### src/flash_host_pkg.sv
// Shared constants, types and sequence tables for the parallel flash host controller.
package flash_host_pkg;

   // Clock and bus timing; each phase of a bus cycle covers the slowest access time.
   localparam int CLK_NS     = 100;
   localparam int PHASE_NS   = 200;
   localparam int PHASE_CYC  = (PHASE_NS + CLK_NS - 1) / CLK_NS;
   // Hardware reset pulse width, rounded up to whole cycles.
   localparam int RESET_NS   = 500;
   localparam int RESET_CYC  = (RESET_NS + CLK_NS - 1) / CLK_NS;

   // Array geometry: 262,144 byte locations on eight data lines.
   localparam int ADDR_W     = 18;
   localparam int DATA_W     = 8;
   localparam int TOGGLE_BIT = 6;

   // Unlock addresses and command codes written to the command register.
   localparam logic [17:0] UNLOCK_A1  = 18'h00555;
   localparam logic [17:0] UNLOCK_A2  = 18'h002aa;
   localparam logic [7:0]  KEY_1      = 8'haa;
   localparam logic [7:0]  KEY_2      = 8'h55;
   localparam logic [7:0]  CODE_PROG  = 8'ha0;
   localparam logic [7:0]  CODE_BYP   = 8'h20;
   localparam logic [7:0]  CODE_BEXIT = 8'h90;
   localparam logic [7:0]  CODE_BEX2  = 8'h00;
   localparam logic [7:0]  CODE_ERASE = 8'h80;
   localparam logic [7:0]  CODE_CHIP  = 8'h10;
   localparam logic [7:0]  CODE_SECT  = 8'h30;
   localparam logic [7:0]  CODE_SUSP  = 8'hb0;
   localparam logic [7:0]  CODE_RESM  = 8'h30;
   localparam logic [7:0]  CODE_RESET = 8'hf0;

   // Orders that the user side may give.
   typedef enum logic [3:0] {
      OP_READ, OP_PROGRAM, OP_BYP_ENTER, OP_BYP_PROGRAM, OP_BYP_EXIT, OP_CHIP_ERASE,
      OP_SECTOR_ERASE, OP_SUSPEND, OP_RESUME, OP_SOFT_RESET, OP_HW_RESET, OP_WAIT_READY
   } op_t;

   // One user order with its address and data.
   typedef struct packed {
      op_t               op;
      logic [ADDR_W-1:0] addr;
      logic [DATA_W-1:0] data;
   } cmd_t;

   // Device-facing strobes, address and data drive.
   typedef struct packed {
      logic              ce_n;
      logic              oe_n;
      logic              we_n;
      logic [ADDR_W-1:0] addr;
      logic [DATA_W-1:0] dout;
      logic              dout_oe_n;
   } pins_t;

   // One address and data pair of a written command sequence.
   typedef struct packed {
      logic [ADDR_W-1:0] addr;
      logic [DATA_W-1:0] data;
   } bus_word_t;

   // Number of write cycles that an order needs; zero for plain reads and waits.
   function automatic logic [2:0] seq_len(input op_t op);
      case (op)
         OP_PROGRAM:      seq_len = 3'h4;
         OP_BYP_ENTER:    seq_len = 3'h3;
         OP_BYP_PROGRAM:  seq_len = 3'h2;
         OP_BYP_EXIT:     seq_len = 3'h2;
         OP_CHIP_ERASE:   seq_len = 3'h6;
         OP_SECTOR_ERASE: seq_len = 3'h6;
         OP_SUSPEND:      seq_len = 3'h1;
         OP_RESUME:       seq_len = 3'h1;
         OP_SOFT_RESET:   seq_len = 3'h1;
         default:         seq_len = 3'h0;
      endcase
   endfunction

   // Address and data of write number idx of an order's sequence.
   function automatic bus_word_t seq_word(input op_t op, input logic [2:0] idx,
                                          input logic [ADDR_W-1:0] a,
                                          input logic [DATA_W-1:0] d);
      bus_word_t w;
      w = '{addr: a, data: d};
      case (op)
         OP_PROGRAM, OP_BYP_ENTER:
            if (idx == 3'h0) w = '{addr: UNLOCK_A1, data: KEY_1};
            else if (idx == 3'h1) w = '{addr: UNLOCK_A2, data: KEY_2};
            else if (idx == 3'h2)
               w = '{addr: UNLOCK_A1, data: (op == OP_PROGRAM) ? CODE_PROG : CODE_BYP};
         OP_BYP_PROGRAM:
            if (idx == 3'h0) w = '{addr: a, data: CODE_PROG};
         OP_BYP_EXIT:
            w = '{addr: a, data: (idx == 3'h0) ? CODE_BEXIT : CODE_BEX2};
         OP_CHIP_ERASE, OP_SECTOR_ERASE:
            if (idx == 3'h0 || idx == 3'h3) w = '{addr: UNLOCK_A1, data: KEY_1};
            else if (idx == 3'h1 || idx == 3'h4) w = '{addr: UNLOCK_A2, data: KEY_2};
            else if (idx == 3'h2) w = '{addr: UNLOCK_A1, data: CODE_ERASE};
            else if (op == OP_CHIP_ERASE) w = '{addr: UNLOCK_A1, data: CODE_CHIP};
            else w = '{addr: a, data: CODE_SECT};
         OP_SUSPEND:    w = '{addr: a, data: CODE_SUSP};
         OP_RESUME:     w = '{addr: a, data: CODE_RESM};
         OP_SOFT_RESET: w = '{addr: a, data: CODE_RESET};
         default:       w = '{addr: a, data: d};
      endcase
      return w;
   endfunction

endpackage

### src/flash_bus_cycle.sv
// One timed read or write cycle on the flash pins, paced by a phase divider.
`timescale 1ns/1ps
module flash_bus_cycle
   import flash_host_pkg::*;
(
   input  wire logic              clock,
   input  wire logic              nrst,
   input  wire logic              go,
   input  wire logic              is_write,
   input  wire bus_word_t         word,
   input  wire logic [DATA_W-1:0] data_in,
   output pins_t                  pins,
   output logic [DATA_W-1:0]      rdata_q,
   output logic                   done
);

   // Cycle phases, Gray coded along setup, strobe, hold.
   typedef enum logic [1:0] {B_IDLE = 2'b00, B_SETUP = 2'b01, B_STROBE = 2'b11,
                             B_HOLD = 2'b10} bstate_t;

   bstate_t           state_q;     // Current phase.
   logic [3:0]        div_q;       // Phase divider.
   logic              tick;        // One-cycle enable at the end of each phase.
   logic              wr_q;        // Latched direction.
   bus_word_t         word_q;      // Latched address and data.

   assign tick = (state_q != B_IDLE) && (div_q == 4'(PHASE_CYC - 1));
   assign done = tick && (state_q == B_HOLD);

   // The divider restarts at every phase so each phase lasts exactly PHASE_CYC cycles.
   always_ff @(posedge clock or negedge nrst)
   begin
      if (!nrst) div_q <= 4'h0;
      else if (state_q == B_IDLE || tick) div_q <= 4'h0;
      else div_q <= div_q + 4'h1;
   end

   // Phase sequencing; a go while busy is ignored, so the caller waits for done.
   always_ff @(posedge clock or negedge nrst)
   begin
      if (!nrst)
      begin
         state_q <= B_IDLE;
         wr_q    <= 1'b0;
         word_q  <= '0;
      end
      else
      begin
         case (state_q)
            B_IDLE:
               if (go)
               begin
                  state_q <= B_SETUP;
                  wr_q    <= is_write;
                  word_q  <= word;
               end
            B_SETUP:  if (tick) state_q <= B_STROBE;
            B_STROBE: if (tick) state_q <= B_HOLD;
            default:  if (tick) state_q <= B_IDLE;
         endcase
      end
   end

   // Read data is caught at the end of the strobe phase, while output drive is still on.
   always_ff @(posedge clock or negedge nrst)
   begin
      if (!nrst) rdata_q <= '0;
      else if (tick && state_q == B_STROBE && !wr_q) rdata_q <= data_in;
   end

   // Chip select stays high between cycles, which leaves the device in standby.
   always_comb
   begin
      pins.ce_n      = (state_q == B_IDLE);
      pins.we_n      = !(state_q == B_STROBE && wr_q);
      pins.oe_n      = !(state_q == B_STROBE && !wr_q);
      pins.addr      = word_q.addr;
      pins.dout      = word_q.data;
      pins.dout_oe_n = !(state_q != B_IDLE && wr_q);
   end
endmodule

### src/flash_host_ctrl.sv
// Host controller that drives a byte-wide boot-sector flash through its pins.
//
// Functional notes
// - Commands are written as ordinary bus writes.
// - Bypass program needs two writes, not four.
// - Erase suspend allows other reads and programs.
// - Host may idle device into standby.
`timescale 1ns/1ps
module flash_host_ctrl
   import flash_host_pkg::*;
(
   input  wire logic              clock,
   input  wire logic              nrst,
   input  wire logic              cmd_valid,
   output logic                   cmd_ready,
   input  wire cmd_t              cmd,
   output logic                   rsp_valid_q,
   output logic                   rsp_error_q,
   output logic [DATA_W-1:0]      rsp_data_q,
   output logic                   busy,
   output logic                   bypass_q,
   output logic                   erasing_q,
   output logic                   suspended_q,
   output pins_t                  flash_pins,
   output logic                   flash_reset_n,
   input  wire logic [DATA_W-1:0] data_lines,
   input  wire logic              operation_done_n_pin
);

   // Controller states, Gray coded along idle, write, poll.
   typedef enum logic [2:0] {S_IDLE = 3'b000, S_WRITE = 3'b001, S_POLL_A = 3'b011,
                             S_POLL_B = 3'b010, S_READ = 3'b110, S_HWRST = 3'b111} state_t;

   state_t            state_q;     // Current state.
   cmd_t              cmd_q;       // Order being carried out.
   logic [2:0]        idx_q;       // Index of the sequence write in progress.
   logic [2:0]        rst_cnt_q;   // Hardware reset pulse counter.
   logic              go_q;        // Start pulse to the bus cycle.
   logic              go_wr_q;     // Direction of the started cycle.
   bus_word_t         go_word_q;   // Word of the started cycle.
   logic              last_tog_q;  // Toggle bit seen by the previous poll read.
   logic              bus_done;    // Bus cycle finished.
   logic [DATA_W-1:0] bus_rdata;   // Byte of the last read cycle.
   logic              refuse;      // Order not legal in the current mode.
   logic              finish;      // Order completes this cycle.
   logic              ready_pin;   // Device reports not busy.
   logic [3:0]        wr_cnt_q;    // Writes issued for the current order.

   assign ready_pin = operation_done_n_pin;
   assign cmd_ready = (state_q == S_IDLE);
   assign busy      = (state_q != S_IDLE);

   // Legality of an order against the bypass, erase and suspend modes.
   always_comb
   begin
      refuse = 1'b0;
      case (cmd.op)
         OP_BYP_PROGRAM, OP_BYP_EXIT: refuse = !bypass_q;
         OP_READ, OP_HW_RESET, OP_WAIT_READY: refuse = 1'b0;
         OP_SUSPEND: refuse = bypass_q || !erasing_q || suspended_q;
         OP_RESUME:  refuse = bypass_q || !suspended_q;
         // Programming is refused in bypass and while an erase runs unsuspended.
         OP_PROGRAM: refuse = bypass_q || (erasing_q && !suspended_q);
         default:    refuse = bypass_q || erasing_q;
      endcase
   end

   // An order ends on its last bus cycle, its last poll read, or its reset pulse.
   always_comb
   begin
      finish = 1'b0;
      case (state_q)
         S_READ:   finish = bus_done;
         S_WRITE:  finish = bus_done && idx_q == seq_len(cmd_q.op) - 3'h1 &&
                            !(cmd_q.op inside {OP_PROGRAM, OP_BYP_PROGRAM, OP_SUSPEND});
         S_POLL_B: finish = bus_done && ready_pin &&
                            (bus_rdata[TOGGLE_BIT] == last_tog_q);
         S_HWRST:  finish = (rst_cnt_q == 3'(RESET_CYC - 1));
         default:  finish = 1'b0;
      endcase
   end

   // Main sequencer; it also issues each bus cycle as a one-cycle start pulse.
   always_ff @(posedge clock or negedge nrst)
   begin
      if (!nrst)
      begin
         state_q   <= S_IDLE;
         cmd_q     <= '0;
         idx_q     <= 3'h0;
         go_q      <= 1'b0;
         go_wr_q   <= 1'b0;
         go_word_q <= '0;
      end
      else
      begin
         go_q <= 1'b0;
         case (state_q)
            S_IDLE:
               if (cmd_valid && !refuse)
               begin
                  cmd_q <= cmd;
                  idx_q <= 3'h0;
                  if (cmd.op == OP_HW_RESET) state_q <= S_HWRST;
                  else if (cmd.op == OP_READ || cmd.op == OP_WAIT_READY)
                  begin
                     state_q   <= (cmd.op == OP_READ) ? S_READ : S_POLL_A;
                     go_q      <= 1'b1;
                     go_wr_q   <= 1'b0;
                     go_word_q <= '{addr: cmd.addr, data: cmd.data};
                  end
                  else
                  begin
                     state_q   <= S_WRITE;
                     go_q      <= 1'b1;
                     go_wr_q   <= 1'b1;
                     go_word_q <= seq_word(cmd.op, 3'h0, cmd.addr, cmd.data);
                  end
               end
            S_WRITE:
               if (finish) state_q <= S_IDLE;
               else if (bus_done && idx_q == seq_len(cmd_q.op) - 3'h1)
               begin
                  // Program and suspend wait for the device by polling.
                  state_q   <= S_POLL_A;
                  go_q      <= 1'b1;
                  go_wr_q   <= 1'b0;
                  go_word_q <= '{addr: cmd_q.addr, data: cmd_q.data};
               end
               else if (bus_done)
               begin
                  idx_q     <= idx_q + 3'h1;
                  go_q      <= 1'b1;
                  go_word_q <= seq_word(cmd_q.op, idx_q + 3'h1, cmd_q.addr, cmd_q.data);
               end
            S_POLL_A, S_POLL_B:
               if (finish) state_q <= S_IDLE;
               else if (bus_done)
               begin
                  state_q <= S_POLL_B;
                  go_q    <= 1'b1;
               end
            S_READ, S_HWRST:
               if (finish) state_q <= S_IDLE;
            default: state_q <= S_IDLE;
         endcase
      end
   end

   // The toggle bit of each poll read is kept to compare with the next one.
   always_ff @(posedge clock or negedge nrst)
   begin
      if (!nrst) last_tog_q <= 1'b0;
      else if (bus_done) last_tog_q <= bus_rdata[TOGGLE_BIT];
   end

   // Reset pulse width counter; the pin is low for RESET_CYC cycles.
   always_ff @(posedge clock or negedge nrst)
   begin
      if (!nrst) rst_cnt_q <= 3'h0;
      else if (state_q == S_HWRST) rst_cnt_q <= rst_cnt_q + 3'h1;
      else rst_cnt_q <= 3'h0;
   end

   assign flash_reset_n = (state_q != S_HWRST);

   // Mode flags follow the orders that complete; a hardware reset clears them all, a soft reset only bypass.
   always_ff @(posedge clock or negedge nrst)
   begin
      if (!nrst)
      begin
         bypass_q    <= 1'b0;
         erasing_q   <= 1'b0;
         suspended_q <= 1'b0;
      end
      else if (finish)
      begin
         case (cmd_q.op)
            OP_BYP_ENTER: bypass_q <= 1'b1;
            OP_BYP_EXIT:  bypass_q <= 1'b0;
            OP_CHIP_ERASE, OP_SECTOR_ERASE: erasing_q <= 1'b1;
            OP_SUSPEND:   suspended_q <= 1'b1;
            OP_RESUME:    suspended_q <= 1'b0;
            OP_WAIT_READY: if (!suspended_q) erasing_q <= 1'b0;
            OP_SOFT_RESET, OP_HW_RESET:
            begin
               bypass_q    <= 1'b0;
               erasing_q   <= (cmd_q.op == OP_SOFT_RESET) && erasing_q;
               suspended_q <= (cmd_q.op == OP_SOFT_RESET) && suspended_q;
            end
            default: bypass_q <= bypass_q;
         endcase
      end
   end

   // Answer: one pulse per order; a refused order answers at once with the error flag.
   always_ff @(posedge clock or negedge nrst)
   begin
      if (!nrst)
      begin
         rsp_valid_q <= 1'b0;
         rsp_error_q <= 1'b0;
         rsp_data_q  <= '0;
      end
      else
      begin
         rsp_valid_q <= finish || (state_q == S_IDLE && cmd_valid && refuse);
         rsp_error_q <= (state_q == S_IDLE && cmd_valid && refuse);
         if (finish && (state_q == S_READ || state_q == S_POLL_B)) rsp_data_q <= bus_rdata;
      end
   end

   // Write cycles started for the current order, for checking sequence length.
   always_ff @(posedge clock or negedge nrst)
   begin
      if (!nrst) wr_cnt_q <= 4'h0;
      else if (state_q == S_IDLE) wr_cnt_q <= 4'h0;
      else if (go_q && go_wr_q) wr_cnt_q <= wr_cnt_q + 4'h1;
   end

   flash_bus_cycle u_bus (
      .clock    (clock),
      .nrst     (nrst),
      .go       (go_q),
      .is_write (go_wr_q),
      .word     (go_word_q),
      .data_in  (data_lines),
      .pins     (flash_pins),
      .rdata_q  (bus_rdata),
      .done     (bus_done)
   );
endmodule

### config.mk
export PLATFORM = sky130hd
export DESIGN_NAME = flash_host_ctrl
export DESIGN_NICKNAME = d
export VERILOG_FILES = /design/src/flash_host_pkg.sv /design/src/flash_bus_cycle.sv /design/src/flash_host_ctrl.sv
export SDC_FILE = /design/constraint.sdc
export NUM_CORES = 1
export LEC_CHECK = 0
export BUFFER_PORTS_ARGS = -buffer_cell sky130_fd_sc_hd__clkbuf_2
export CORE_MARGIN = 2
export CORE_UTILIZATION = 30
export DETAILED_ROUTE_END_ITERATION = 7
export PLACE_DENSITY = 0.49
export SLEW_MARGIN = 20
export SYNTH_ARGS = -nofsm -noshare
export SYNTH_HDL_FRONTEND = slang
export SYNTH_SLANG_ARGS = --single-unit
### constraint.sdc
create_clock -name clock -period 3.3 [get_ports clock]
set_clock_uncertainty 0.1 [all_clocks]
set_input_delay 0.165 -clock clock [delete_from_list [all_inputs] [get_ports clock]]
set_output_delay 0.165 -clock clock [all_outputs]
set_load 0.02 [all_outputs]
Yosys cells after proc, flatten, opt, wreduce, memory -nomap -nowiden
Memories as Yosys holds them, arrays and structs flattened.
Cells that the tools add are included.
{ "totals": {"n_memories": 2, "romBits": 96, "wordCells": 217, "reg_bits": 122, "output_inout_bits": 46} }
{ "op_classes": {"add_sub_neg": 5, "mux": 63, "eq_ne": 54, "n_reduce_logical": 70} }
{ "memory_table": {"columns": ["name", "depth", "width", "rd", "rd_ports_with_merged_regs", "write_ports", "line", "rtl"], "rows": [
  ["(name not given)", 16, 3, 1, 0, 0, "flash_host_pkg.sv:64", "case (op)"],
  ["(name not given)", 16, 3, 1, 0, 0, "flash_host_pkg.sv:64", null]
]} }
{ "op_table": {"columns": ["cell", "count"], "rows": [
  ["2-to-1 mux 26 bit", 13],
  ["one-hot mux 26 bit (7 select lines)", 1],
  ["one-hot mux 26 bit (6 select lines)", 1],
  ["one-hot mux 26 bit (2 select lines)", 1],
  ["2-to-1 mux 3 bit", 17],
  ["equality test 4 x 3 -> 1 bit (second input constant)", 8],
  ["equality test 4 bit (second input constant)", 8],
  ["2-to-1 mux 8 bit", 3],
  ["logical AND 1 bit", 19],
  ["equality test 4 x 2 -> 1 bit (second input constant)", 4],
  ["AND reduction 5 bit", 3],
  ["!= test 2 bit (second input constant)", 7],
  ["equality test 3 x 2 -> 1 bit (second input constant)", 4],
  ["equality test 3 bit (second input constant)", 4],
  ["equality test 4 x 1 -> 1 bit (second input constant)", 3],
  ["2-to-1 mux 1 bit", 12],
  ["!= test 3 bit (second input constant)", 4],
  ["one-hot mux 3 bit (4 select lines)", 1],
  ["nonzero test 3 bit", 4],
  ["OR reduction 2 bit", 6],
  ["logical OR 1 bit", 11],
  ["logical NOT 1 bit", 9],
  ["one-hot mux 1 bit (3 select lines)", 3],
  ["2-to-1 mux 2 bit", 4],
  ["24 further kinds", 42]
]} }

Longest topological paths before layout
{ "depth": {"word_depth": 15, "mapped_depth": 16, "depth_no_buf": 13} }

By module
From an unflattened synthesis, not the netlist that was laid out.
{ "hier_totals": {"cells_unflattened": 628, "area_unflattened_um2": 6615.1} }
{ "by_module_without_submodules": {"columns": ["mod", "cells_per_inst", "area_per_inst_um2", "n_inst"], "rows": [
  ["flash_host_ctrl", 522, 4858.4, 1],
  ["flash_bus_cycle", 106, 1756.7, 1]
]} }

Worst setup path before layout
No wires, ideal clock.
{ "synth_timing": {"kind": "reg-to-reg", "from": "reg cmd_q[28] in the netlist's numbering", "to": "reg go_word_q[11] in the netlist's numbering", "path_slack_ns": 0.117, "t_arrival_ns": 2.957, "path_buffers": 4, "setup_ns": 0.126, "stages_incl_launch_ff": 15, "path_cell_list": "dfrtp_1 -> clkbuf_1 -> clkbuf_1 -> nor2_1 -> a211o_1 -> ha_1 -> xnor2_1 -> o21a_1 -> o21ai_0 -> o31a_1 -> buf_4 -> a21o_1 -> buf_4 -> and3_1 -> a221o_1"} }
{ "synth_via": {"elab_chain_len": 10} }
{ "synth_lines": {"columns": ["item", "line", "rtl"], "rows": [
  ["start: declaration", "flash_host_ctrl.sv:35", "cmd_t cmd_q;"],
  ["start signal: assignment", "flash_host_ctrl.sv:102", "cmd_q <= cmd;"],
  ["parallel branches: the longest is 10 deep, another holds memory read (16 x 3 bit)", null, null],
  ["end signal: assignment", "flash_host_ctrl.sv:110", "go_word_q <= '{addr: cmd.addr, data: cmd.data};"],
  ["end signal: assignment", "flash_host_ctrl.sv:128", "go_word_q <= '{addr: cmd_q.addr, data: cmd_q.data};"],
  ["end signal: assignment", "flash_host_ctrl.sv:134", "go_word_q <= seq_word(cmd_q.op, idx_q + 3'h1, cmd_q.addr, cmd_q.data);"],
  ["end: declaration", "flash_host_ctrl.sv:40", "bus_word_t go_word_q;"]
]} }
Several ways; the timed one is not identified. The select of a mux whose other input is x is not followed.
A chain may end at the register's enable or synchronous reset.

Final worst setup path
{ "layout_timing": {"from": "reg cmd_q[26] in the netlist's numbering", "to": "reg go_word_q[13] in the netlist's numbering"} }
Same word-level chain as after synthesis.

==> impl_metrics.toml <==
[layout]
postLayoutCoreUtil_pct = 38.9
n_antenna_cell = 0
fin_area_sq_um = 8100
final_nets = 793
drive_gt1_share_pct = 31.2
syn_to_final_growth_pct = 28.6

[clock_tree]
clkLatencyLatePin_ns = 0.42
clk_pin_slew_worst_paths_ns = 0.06
cts_buffers = 17
cts.sinks = 122
cts_tree = "built"
htree_levels = 4
cts-root-buf = "clkbuf_16"
cts_buffer_depth = 2

[drt]
drt_iter0_markers = 391
post_drt_wl_per_cell_um = 16.1
drtAntennaViolNets = 0
vias_per_cell = 4.99
drc = 0
wirelength_mm = 16.4
routed-via-count = 5107
drtPass1Iterations = 5

[hold_path]
hold_path_class = "input port to async pin"

[timing]
fin_tns_setup_ns = 0
min_period_over_period_pct = 96.2
clock.fmax_ghz = 0.315
setup_viol = 0
timing.hold.ws_ns = 0.0914
slew_violations = 0
slew-limit-headroom_pct = 35.5
tightest_slew_ns = 0.964
hold_viol_final = 0
period_needed_ns = 3.17

[critical_path]
critical_path.cell_chain = "buf_4 -> ha_1 -> a211o_1 -> ha_1 -> xnor2_1 -> o21a_1 -> o21ai_1 -> o31a_1 -> a21o_2 -> and3_1 -> a221o_1"
crit_family = "compound AO/OA/AOI/OAI gates"
arrival_ns = 3.36
cp_slowest_cell = "o31a_1"
reg2reg_setup_slack_ns = 0.13
criticalPathCategory = "register to register"
cp-start-kind = "register"
end_kind = "register"
crit_buf_inv = 1
critPathMostFrequentCell = "ha_1"
crit_fanout = 14
crit_required_ns = 3.49
cp_slowest_stage_delay_ns = 0.42

[logic_synthesis]
ys_types = 60
synth_cells = 606
synth.net_count = 663
seq_area_frac_synth_pct = 48.5
syn_avg_cell_area_sq_um = 10.4
ys_warn_count = 0
syn-cell-area_sq_um = 6300
synth-edff-count = 0
ys_async_sr_fraction_pct = 100
synth_seq_cells = 122
ys.flop_type = "dfrtp_1"

[place]
placed_area_sq_um = 7140
dp_hpwl_mm = 11.8
portBuffers = 87
routabilityCongestion = 0.860

[die]
die_area_sq_um = 22200
fp.dieW_um = 149
die_h_um = 149
core_sq_um = 20800
rows = 53
start_util_pct = 30.3
io_pins = 88

[global_routing]
grt_pass1_wl_mm = 26.7
gr-total-overflow = 0
grt_pass1_vias = 5204
grt_max_degree = 72
gr-usage-all-layers_pct = 15.3
antenna_found_initial = 0

[pwr]
p_total_mw = 7.45
power.density_nw_per_um2 = 920
leakagePower_nw = 3.66
vdd_drop_max_uv = 482

[run_status]
outcome = "finished clean"

[run]
drv_cap = 0
## cells by family after synthesis
logic type,share of synthesized area (%)
AOI/OAI and AO/OA,18.0
and+or+nand+nor,11.9
DFF,48.5
muxes,13.4
buffers and inverters,4.11
adders and majority gates,2.98
xor gates and xnor gates,1.25
## metrics by stage
step           instances  worst slack [ns]
5_1_grt             1024         -0.000128
3_3_place_gp         956            0.0658
4_1_cts             1024            0.0719
6_report            1024             0.126
3_5_place_dp         956           -0.0250
2_1_floorplan        606             0.117
## cells in the final DEF (no fill, tap or decap), drive strengths merged, types with 9 or more instances in the layout
cell type      n
o21ai         49
nand2         48
nor2b          9
mux2          73
dfrtp        122
dlygate4sd3   36
inv           19
clkbuf       106
a21oi         34
nor3          11
ha            15
a221oi        12
buf           32
nor2          54
## per-layer routing
layer  track usage [%]  part of all wire (%)  vias up
li1                  -                     -     2465
met1              19.1                    45     2533
met2              26.4                    51      102
met3              3.49                   3.7        7
met4              4.81                  0.41        0
met5                 0                     0        -
## repair_timing
item,4_1_cts,5_1_grt
endpoints found under the setup margin,12,24
resized for setup,2,4
pin swaps,0,0
hold buffers,36,0
buffers inserted,0,0
hold endpoints to repair,173,0
## area by class of cell
class                   instances  area (sq um)
repair buffers                154          1060
clock buffers                  20           457
multi-input cells             425          3020
inverters                      16          60.1
flip-flops and latches        122          3050
fillers                      2068         12700
well taps                     275           344
clock inverters                12           114
## state kept, by name (all words and copies together), names as in the netlist
register / cells
u_bus.div_q: 4
rst_cnt_q: 3
u_bus.state_q: 2
state_q: 3
bypass_q: 1
rsp_error_q: 1
rsp_valid_q: 1
erasing_q: 1
u_bus.wr_q: 1
u_bus.rdata_q: 8
u_bus.pins: 26
go_q: 1
suspended_q: 1
cmd_q: 30
go_wr_q: 1
last_tog_q: 1
idx_q: 3
rsp_data_q: 8
go_word_q: 26
## Yosys cell counts, drive strengths merged (9+ instances only)
master,count,area share (%)
dfrtp,122,48
mux2,73,13
nor2,54,3.3
o21ai,49,3.9
nand2,48,2.9
a21oi,34,2.8
clkbuf,27,1.6
buf,16,1.5
inv,16,0.95
ha,15,3.0
a221oi,12,1.7
nor3,11,0.87
nor2b,9,0.89
## final timing paths
check | end | from | cells after the start
max in group asynchronous | rsp_data_q[5] | nrst | 3
worst min-delay path | go_word_q[3] | nrst | 2
worst max-delay path | go_word_q[13] | cmd_q[26] | 11
worst min register to register | rst_cnt_q[0] | rst_cnt_q[0] | 1
min in group clock | cmd_q[26] | cmd[26] | 3
worst max register to register | go_word_q[13] | cmd_q[26] | 11
## report_power, final
group | switching [mW] | internal (mW)
clock network | 0.683 | 1.08
logic | 1.70 | 1.40
registers | 0.460 | 2.13
Note: power is estimated with default switching activity, not from simulation.
